[src/hdl/sccfg_pkg.sv]
// constants and types for the system clock configuration block
package sccfg_pkg;
    localparam int ADDR_W = 8;
    localparam logic [ADDR_W-1:0] LOOP_CTRL_OFFSET = 8'h00;
    localparam logic [ADDR_W-1:0] CLOCK_CFG_OFFSET = 8'h04;
    localparam logic [31:0] CLOCK_CFG_RESET = 32'h2000_0000;
    localparam logic [31:0] CLOCK_CFG_WMASK = 32'hFFBF_3FF3;
    localparam int OUT_DIV_LSB = 28;
    localparam int MUL_HI_BIT = 27;
    localparam int OUT_SEL_LSB = 23;
    localparam int MUL_LO_LSB = 18;
    localparam int HALVER_BIT = 17;
    localparam int LOOP_SRC_BIT = 16;
    localparam int FAST_DIV_LSB = 11;
    localparam int SLOW_DIV_LSB = 8;
    localparam int MAIN_DIV_LSB = 4;
    localparam int STATUS_LSB = 2;
    localparam int SELECT_LSB = 0;
    localparam int CTL_LOOP_EN_BIT = 24;
    localparam int CTL_LOOP_RDY_BIT = 25;
    localparam int CTL_FAIL_EN_BIT = 19;
    localparam int CTL_EXT_RDY_BIT = 17;
    localparam int CTL_INT_RDY_BIT = 1;
    localparam logic [1:0] SRC_INT_FAST = 2'h0;
    localparam logic [1:0] SRC_EXT_FAST = 2'h1;
    localparam logic [1:0] SRC_LOOP = 2'h2;
    localparam logic [1:0] SRC_FORBIDDEN = 2'h3;
    localparam logic [4:0] MUL_DOUBLE_CODE = 5'h0F;
    localparam logic [3:0] OUT_SEL_LAST = 4'hD;
    localparam logic [1:0] RESP_OKAY = 2'h0;
    localparam logic [1:0] RESP_SLVERR = 2'h2;
    typedef enum logic [1:0] {
        SW_STABLE = 2'b01,
        SW_WAIT = 2'b10
    } sccfg_sw_e;
endpackage

[src/hdl/sccfg_sync2.sv]
// two flip-flop synchroniser for asynchronous level inputs
module sccfg_sync2 #(
    parameter int W = 1
) (
    input wire logic ref_clk,
    input wire logic resetn,
    input wire logic [W-1:0] async_in,
    output logic [W-1:0] sync_out
);
    logic [W-1:0] meta_q;
    always_ff @(posedge ref_clk or negedge resetn)
    begin
        if (!resetn)
        begin
            meta_q <= '0;
            sync_out <= '0;
        end
        else
        begin
            meta_q <= async_in;
            sync_out <= meta_q;
        end
    end
endmodule

[src/hdl/sccfg_shift_decode.sv]
// turns a bus divider code into a registered power-of-two shift
module sccfg_shift_decode #(
    parameter int W = 3
) (
    input wire logic ref_clk,
    input wire logic resetn,
    input wire logic [W-1:0] code,
    output logic [W-1:0] shift_q
);
    logic [W-1:0] low;
    logic [W-1:0] shift_d;
    always_comb
    begin
        low = {1'b0, code[W-2:0]};
        shift_d = '0;
        if (code[W-1])
        begin
            shift_d = W'(low + W'(1));
            if (low >= W'(4))
            begin
                // codes 1100..1111 skip divide by 32
                shift_d = W'(low + W'(2));
            end
        end
    end
    always_ff @(posedge ref_clk or negedge resetn)
    begin
        if (!resetn)
            shift_q <= '0;
        else
            shift_q <= shift_d;
    end
endmodule

[src/hdl/sccfg_top.sv]
// clock configuration register with source switching and axi4-lite access
module sccfg_top
    import sccfg_pkg::*;
(
    input wire logic ref_clk,
    input wire logic resetn,
    input wire logic [ADDR_W-1:0] s_axi_awaddr,
    input wire logic s_axi_awvalid,
    output logic s_axi_awready,
    input wire logic [31:0] s_axi_wdata,
    input wire logic [3:0] s_axi_wstrb,
    input wire logic s_axi_wvalid,
    output logic s_axi_wready,
    output logic [1:0] s_axi_bresp,
    output logic s_axi_bvalid,
    input wire logic s_axi_bready,
    input wire logic [ADDR_W-1:0] s_axi_araddr,
    input wire logic s_axi_arvalid,
    output logic s_axi_arready,
    output logic [31:0] s_axi_rdata,
    output logic [1:0] s_axi_rresp,
    output logic s_axi_rvalid,
    input wire logic s_axi_rready,
    input wire logic internal_fast_ready,
    input wire logic external_fast_ready,
    input wire logic loop_ready,
    input wire logic external_fast_fail,
    input wire logic lowpower_enter,
    input wire logic lowpower_exit,
    output logic [1:0] system_clock_mux_sel,
    output logic loop_enable,
    output logic [5:0] loop_multiplier,
    output logic loop_input_halver,
    output logic loop_source_select,
    output logic [3:0] main_bus_shift,
    output logic [2:0] fast_periph_bus_shift,
    output logic [2:0] slow_periph_bus_shift,
    output logic clock_output_enable,
    output logic [2:0] clock_output_select,
    output logic [3:0] output_clock_divider,
    output logic fail_detect_armed
);
    logic irdy_s;
    logic xrdy_s;
    logic lrdy_s;
    logic fail_s;
    sccfg_sync2 #(.W(4)) u_sync (
        .ref_clk(ref_clk),
        .resetn(resetn),
        .async_in({internal_fast_ready, external_fast_ready, loop_ready,
                   external_fast_fail}),
        .sync_out({irdy_s, xrdy_s, lrdy_s, fail_s})
    );

    // write channel
    logic aw_hold_q, aw_hold_d;
    logic w_hold_q, w_hold_d;
    logic [ADDR_W-1:0] aw_addr_q, aw_addr_d;
    logic [31:0] w_data_q, w_data_d;
    logic [3:0] w_strb_q, w_strb_d;
    logic bvalid_q, bvalid_d;
    logic [1:0] bresp_q, bresp_d;
    logic wr_en;
    logic [ADDR_W-1:0] wr_addr;
    logic [31:0] wr_data;
    logic [31:0] wr_mask;
    logic aw_have;
    logic w_have;

    assign s_axi_awready = !aw_hold_q && !bvalid_q;
    assign s_axi_wready = !w_hold_q && !bvalid_q;
    assign s_axi_bvalid = bvalid_q;
    assign s_axi_bresp = bresp_q;

    always_comb
    begin
        aw_have = aw_hold_q || (s_axi_awvalid && s_axi_awready);
        w_have = w_hold_q || (s_axi_wvalid && s_axi_wready);
        wr_addr = aw_hold_q ? aw_addr_q : s_axi_awaddr;
        wr_data = w_hold_q ? w_data_q : s_axi_wdata;
        wr_mask = '0;
        for (int i = 0; i < 4; i++)
        begin
            wr_mask[8*i +: 8] = {8{w_hold_q ? w_strb_q[i] : s_axi_wstrb[i]}};
        end
        wr_en = aw_have && w_have;
        aw_hold_d = aw_hold_q;
        w_hold_d = w_hold_q;
        aw_addr_d = aw_addr_q;
        w_data_d = w_data_q;
        w_strb_d = w_strb_q;
        bvalid_d = bvalid_q;
        bresp_d = bresp_q;
        if (bvalid_q && s_axi_bready)
            bvalid_d = 1'b0;
        if (s_axi_awvalid && s_axi_awready)
        begin
            aw_hold_d = 1'b1;
            aw_addr_d = s_axi_awaddr;
        end
        if (s_axi_wvalid && s_axi_wready)
        begin
            w_hold_d = 1'b1;
            w_data_d = s_axi_wdata;
            w_strb_d = s_axi_wstrb;
        end
        if (wr_en)
        begin
            aw_hold_d = 1'b0;
            w_hold_d = 1'b0;
            bvalid_d = 1'b1;
            bresp_d = (wr_addr == CLOCK_CFG_OFFSET ||
                       wr_addr == LOOP_CTRL_OFFSET) ? RESP_OKAY : RESP_SLVERR;
        end
    end

    always_ff @(posedge ref_clk or negedge resetn)
    begin
        if (!resetn)
        begin
            aw_hold_q <= 1'b0;
            w_hold_q <= 1'b0;
            aw_addr_q <= '0;
            w_data_q <= '0;
            w_strb_q <= '0;
            bvalid_q <= 1'b0;
            bresp_q <= RESP_OKAY;
        end
        else
        begin
            aw_hold_q <= aw_hold_d;
            w_hold_q <= w_hold_d;
            aw_addr_q <= aw_addr_d;
            w_data_q <= w_data_d;
            w_strb_q <= w_strb_d;
            bvalid_q <= bvalid_d;
            bresp_q <= bresp_d;
        end
    end

    // configuration and control registers
    logic [31:0] cfg_q, cfg_d;
    logic len_q, len_d;
    logic cfd_q, cfd_d;
    logic armed_q, armed_d;
    logic [1:0] mux_q, mux_d;
    sccfg_sw_e sw_q, sw_d;
    logic [31:0] merged;
    logic [31:0] ctl_read;
    logic fail_event;
    logic tgt_rdy;
    logic [1:0] req_sel;

    assign fail_event = armed_q && fail_s;
    assign req_sel = cfg_q[SELECT_LSB +: 2];

    always_comb
    begin
        cfg_d = cfg_q;
        len_d = len_q;
        cfd_d = cfd_q;
        merged = (cfg_q & ~wr_mask) | (wr_data & wr_mask);
        if (wr_en && wr_addr == CLOCK_CFG_OFFSET)
        begin
            cfg_d = (cfg_q & ~CLOCK_CFG_WMASK) | (merged & CLOCK_CFG_WMASK);
            if (len_q)
            begin
                cfg_d[MUL_HI_BIT] = cfg_q[MUL_HI_BIT];
                cfg_d[MUL_LO_LSB +: 4] = cfg_q[MUL_LO_LSB +: 4];
                cfg_d[HALVER_BIT] = cfg_q[HALVER_BIT];
                cfg_d[LOOP_SRC_BIT] = cfg_q[LOOP_SRC_BIT];
            end
            if (merged[SELECT_LSB +: 2] == SRC_FORBIDDEN)
                cfg_d[SELECT_LSB +: 2] = cfg_q[SELECT_LSB +: 2];
        end
        if (wr_en && wr_addr == LOOP_CTRL_OFFSET)
        begin
            cfd_d = merged[CTL_FAIL_EN_BIT];
            if (merged[CTL_LOOP_EN_BIT] || mux_q != SRC_LOOP)
                len_d = merged[CTL_LOOP_EN_BIT];
        end
        if (lowpower_enter)
            len_d = 1'b0;
        if (lowpower_exit || fail_event)
            cfg_d[SELECT_LSB +: 2] = SRC_INT_FAST;
        cfg_d[STATUS_LSB +: 2] = 2'h0;
        armed_d = cfd_q && (armed_q || xrdy_s);
    end

    // source switch waits for the requested clock to be ready
    always_comb
    begin
        case (req_sel)
            SRC_INT_FAST: tgt_rdy = irdy_s;
            SRC_EXT_FAST: tgt_rdy = xrdy_s;
            SRC_LOOP: tgt_rdy = lrdy_s && len_q;
            default: tgt_rdy = 1'b0;
        endcase
        sw_d = sw_q;
        mux_d = mux_q;
        case (sw_q)
            SW_STABLE:
            begin
                if (req_sel != mux_q)
                    sw_d = SW_WAIT;
            end
            SW_WAIT:
            begin
                if (req_sel == mux_q)
                    sw_d = SW_STABLE;
                else if (tgt_rdy)
                begin
                    mux_d = req_sel;
                    sw_d = SW_STABLE;
                end
            end
            default: sw_d = SW_STABLE;
        endcase
    end

    always_ff @(posedge ref_clk or negedge resetn)
    begin
        if (!resetn)
        begin
            cfg_q <= CLOCK_CFG_RESET;
            len_q <= 1'b0;
            cfd_q <= 1'b0;
            armed_q <= 1'b0;
            mux_q <= SRC_INT_FAST;
            sw_q <= SW_STABLE;
        end
        else
        begin
            cfg_q <= cfg_d;
            len_q <= len_d;
            cfd_q <= cfd_d;
            armed_q <= armed_d;
            mux_q <= mux_d;
            sw_q <= sw_d;
        end
    end

    // read channel
    logic rvalid_q, rvalid_d;
    logic [31:0] rdata_q, rdata_d;
    logic [1:0] rresp_q, rresp_d;

    assign s_axi_arready = !rvalid_q;
    assign s_axi_rvalid = rvalid_q;
    assign s_axi_rdata = rdata_q;
    assign s_axi_rresp = rresp_q;

    always_comb
    begin
        ctl_read = '0;
        ctl_read[CTL_LOOP_EN_BIT] = len_q;
        ctl_read[CTL_LOOP_RDY_BIT] = lrdy_s;
        ctl_read[CTL_FAIL_EN_BIT] = cfd_q;
        ctl_read[CTL_EXT_RDY_BIT] = xrdy_s;
        ctl_read[CTL_INT_RDY_BIT] = irdy_s;
        rvalid_d = rvalid_q;
        rdata_d = rdata_q;
        rresp_d = rresp_q;
        if (rvalid_q && s_axi_rready)
            rvalid_d = 1'b0;
        if (s_axi_arvalid && !rvalid_q)
        begin
            rvalid_d = 1'b1;
            rresp_d = RESP_OKAY;
            rdata_d = '0;
            if (s_axi_araddr == CLOCK_CFG_OFFSET)
            begin
                rdata_d = cfg_q;
                rdata_d[STATUS_LSB +: 2] = mux_q;
            end
            else if (s_axi_araddr == LOOP_CTRL_OFFSET)
                rdata_d = ctl_read;
            else
                rresp_d = RESP_SLVERR;
        end
    end

    always_ff @(posedge ref_clk or negedge resetn)
    begin
        if (!resetn)
        begin
            rvalid_q <= 1'b0;
            rdata_q <= '0;
            rresp_q <= RESP_OKAY;
        end
        else
        begin
            rvalid_q <= rvalid_d;
            rdata_q <= rdata_d;
            rresp_q <= rresp_d;
        end
    end

    // decoded clock tree controls
    logic [4:0] mul_code;
    logic [5:0] mul_d;
    logic [3:0] out_sel;
    logic [3:0] out_div_d;
    logic out_en_d;
    logic [5:0] mul_q;
    logic out_en_q;
    logic [2:0] out_src_q;
    logic [3:0] out_div_q;

    assign mul_code = {cfg_q[MUL_HI_BIT], cfg_q[MUL_LO_LSB +: 4]};
    assign out_sel = cfg_q[OUT_SEL_LSB +: 4];

    always_comb
    begin
        if (mul_code < MUL_DOUBLE_CODE)
            mul_d = 6'(mul_code) + 6'h02;
        else
            mul_d = 6'(mul_code) + 6'h01;
        out_en_d = out_sel[3] && out_sel <= OUT_SEL_LAST;
        out_div_d = cfg_q[OUT_DIV_LSB +: 4];
    end

    always_ff @(posedge ref_clk or negedge resetn)
    begin
        if (!resetn)
        begin
            mul_q <= 6'h02;
            out_en_q <= 1'b0;
            out_src_q <= 3'h0;
            out_div_q <= CLOCK_CFG_RESET[OUT_DIV_LSB +: 4];
        end
        else
        begin
            mul_q <= mul_d;
            out_en_q <= out_en_d;
            out_src_q <= out_sel[2:0];
            out_div_q <= out_div_d;
        end
    end

    sccfg_shift_decode #(.W(3)) u_fast (
        .ref_clk(ref_clk),
        .resetn(resetn),
        .code(cfg_q[FAST_DIV_LSB +: 3]),
        .shift_q(fast_periph_bus_shift)
    );
    sccfg_shift_decode #(.W(3)) u_slow (
        .ref_clk(ref_clk),
        .resetn(resetn),
        .code(cfg_q[SLOW_DIV_LSB +: 3]),
        .shift_q(slow_periph_bus_shift)
    );
    sccfg_shift_decode #(.W(4)) u_main (
        .ref_clk(ref_clk),
        .resetn(resetn),
        .code(cfg_q[MAIN_DIV_LSB +: 4]),
        .shift_q(main_bus_shift)
    );

    assign system_clock_mux_sel = mux_q;
    assign loop_enable = len_q;
    assign loop_multiplier = mul_q;
    assign loop_input_halver = cfg_q[HALVER_BIT];
    assign loop_source_select = cfg_q[LOOP_SRC_BIT];
    assign clock_output_enable = out_en_q;
    assign clock_output_select = out_src_q;
    assign output_clock_divider = out_div_q;
    assign fail_detect_armed = armed_q;
endmodule

[config.mk]
export PLATFORM = sky130hd
export DESIGN_NAME = sccfg_top
export DESIGN_NICKNAME = d
export VERILOG_FILES = /design/src/hdl/sccfg_pkg.sv /design/src/hdl/sccfg_sync2.sv /design/src/hdl/sccfg_shift_decode.sv /design/src/hdl/sccfg_top.sv
export SDC_FILE = /design/constraint.sdc
export NUM_CORES = 1
export LEC_CHECK = 0
export BUFFER_PORTS_ARGS = -buffer_cell sky130_fd_sc_hd__buf_2
export CAP_MARGIN = 25
export CORE_MARGIN = 1.5
export CORE_UTILIZATION = 42
export CTS_CLUSTER_DIAMETER = 30
export DETAILED_ROUTE_END_ITERATION = 10
export RECOVER_POWER = 50
export SKIP_LAST_GASP = 1
export SYNTH_ARGS = -nofsm -noshare
export SYNTH_HDL_FRONTEND = slang
export SYNTH_SLANG_ARGS = --single-unit
[constraint.sdc]
create_clock -name ref_clk -period 3.25 [get_ports ref_clk]
set_clock_uncertainty 0.1 [all_clocks]
set_input_delay 0.4875 -clock ref_clk [delete_from_list [all_inputs] [get_ports ref_clk]]
set_output_delay 0.4875 -clock ref_clk [all_outputs]
set_load 0.005 [all_outputs]
==> flow_metrics.tcl <==
set metrics [dict create \
    critPathArrivalTime_ns 2.85 \
    cts.path.max_buffers 2 \
    drv_slew 113 \
    die_width_um 121 \
    startpoint_type "flip-flop" \
    instances_no_fill 740 \
    violations "capacitance limit, slew limit" \
    dp_worst_setup_slack_ns 0.551 \
    yosysSeqAreaShare_pct 60.4 \
    post-route-min-period_ns 2.65 \
    async_reset_ff_share_pct 100 \
    drt-total-wl_um 12300 \
    gp_congestion 0.773 \
    diodes 0 \
    syn_to_final_growth_pct 24.8 \
    ir_drop_mv 0.508 \
    syn_area_per_cell_sq_um 13.7 \
    std_cell_rows 42 \
    finalHoldViolations 0 \
    endpoint_kind "flip-flop" \
    final_common_cell "dfrtp_1" \
    finalCritPeriodShare_pct 81.6 \
    remaining_drc_errors 0 \
    maxSlewHeadroom_pct -27.8 \
    dieArea_sq_mm 0.0146 \
    grt_pass1_vias 3831 \
    place_area_sq_mm 0.00661 \
    drtPass1Iterations 4 \
    htree_levels 4 \
    worstMarginPinSlew_ns 1.92 \
    boundaryPins 136 \
    clkLatencyLatePin_ns 0.41 \
    p_leak_nw 3.66 \
    worstPathRequired_ns 3.44 \
    dpl.cell_count 708 \
    p_total_mw 5.46 \
    post_cts_buffers 0 \
    grt_first_pass_wirelength_um 19700 \
    netlist_area_sq_mm 0.00581 \
    fmax_mhz 377 \
    gr-usage-all-layers_pct 17.8 \
    cp_max_fo 15 \
    reg2reg_slack_ns 0.60 \
    postLayoutCoreUtil_pct 54.1 \
    grt_max_degree 81 \
    cts_buffers 17 \
    grt.overflow.total 0 \
    final_cell_mix "dfrtp_1 (136), buf_2 (124), mux2_2 (83)" \
    drv_cap 2 \
    avgViaCountPerCell 5.07 \
    cts-resized-gates 0 \
    ys_types 44 \
    vias 3754 \
    clockRootBuffer "clkbuf_16" \
    portBuffers 125 \
    dp.final_hpwl_um 8440 \
    core_area_sq_mm 0.0134 \
    cts_tree "done" \
    fin_area_sq_mm 0.00725 \
    start_util_pct 43.4 \
    drt_iter0_markers 202 \
    nets 622 \
    rsz0062_at_grt "no" \
    fp.dieH_um 121 \
    finalSetupViolCount 0 \
    yosysWarnings 0 \
    worst_hold_slack_ns 0.0822 \
    layout_setup_ws_ns 0.596 \
    cts_sinks 140 \
    critPathKind "flip-flop to flip-flop" \
    tns_ns 0 \
    synth-edff-count 0 \
    status "finished with violations" \
    synth_seq_cells 140 \
    powerDensity_mw_per_mm2 753 \
    antenna_left 0 \
    drt-wirelength-per-cell_um 16.7 \
    cts_hold_buf 0 \
    worstHoldPathType "primary input to flip-flop" \
    antenna_found_initial 1 \
    drive_above_1_share_pct 43.8 \
    clkTransAtPathRegs_ns 0.06 \
    synthFlopType "dfrtp_1" \
    syn_inst 423 \
]
==> per-layer routing <==
layer / part of all wire, % / global-route usage, % / wire length, um / up-vias
li1: - / - / - / 1763
met1: 45 / 23.1 / 5510 / 1874
met2: 48 / 28.2 / 5980 / 100
met3: 5.8 / 5.99 / 710 / 15
met4: 1.0 / 5.59 / 124 / 2
met5: 0.057 / 0 / 7 / -
==> Yosys cell counts, types with 4 or more instances <==
library cell / number / area [sq um]
buf_4: 5 / 37.5
o21ai_0: 10 / 50.1
nand2b_1: 8 / 50.1
nand2_1: 9 / 33.8
mux2i_1: 18 / 180
mux2_2: 83 / 935
and2_1: 7 / 43.8
nand3_1: 7 / 35.0
ha_1: 6 / 75.1
nor2b_1: 6 / 37.5
mux2_1: 9 / 101
a22o_1: 25 / 219
inv_1: 9 / 33.8
a21oi_1: 7 / 35.0
clkbuf_1: 12 / 45.0
buf_1: 7 / 26.3
a21boi_0: 4 / 30.0
nor2_1: 13 / 48.8
dfrtp_1: 136 / 3400
xnor2_1: 4 / 35.0
dfstp_2: 4 / 105
==> kinds of logic after synthesis <==
family | Yosys count | synth area share (%)
compound gates | 57 | 7.25
xor+xnor | 6 | 0.904
fa+ha+maj | 6 | 1.29
buf+inv | 36 | 2.71
flops | 140 | 60.4
mux | 110 | 20.9
other cells | 1 | 0.0645
simple gates | 67 | 6.50
==> power breakdown <==
group	total [mW]	internal [mW]	switching [mW]
logic	1.03	0.593	0.438
registers	2.31	2.08	0.236
clock network	2.11	1.43	0.684
==> critical path, stage by stage (launching register included) <==
cell and delay, ns:
dfrtp_1 0.50, or4_1 0.55, a222oi_1 0.33, buf_4 0.27
nand4_1 0.37, mux2_2 0.42
==> cell type report <==
type / instances / area, sq um
Timing Repair Buffer: 132 / 666
Fill cell: 1148 / 6150
Clock buffer: 27 / 533
Clock inverter: 5 / 125
Multi-Input combinational cell: 251 / 2170
Sequential cell: 140 / 3510
Tap cell: 176 / 220
Inverter: 9 / 33.8
==> path summary, 6_finish.rpt <==
path | from | endpoint | depth (start not counted)
max | aw_hold_q | flip-flop | 5
min | external_fast_fail | u_sync.meta_q[0] | 1
max reg2reg | aw_hold_q | flip-flop | 5
min reg2reg | u_sync.meta_q[3] | u_sync.sync_out[3] | 0
max in group asynchronous | resetn | u_sync.sync_out[1] | 2
min in group asynchronous | resetn | loop_multiplier[0] | 1
No activity file was read; power rests on OpenSTA's default activity.
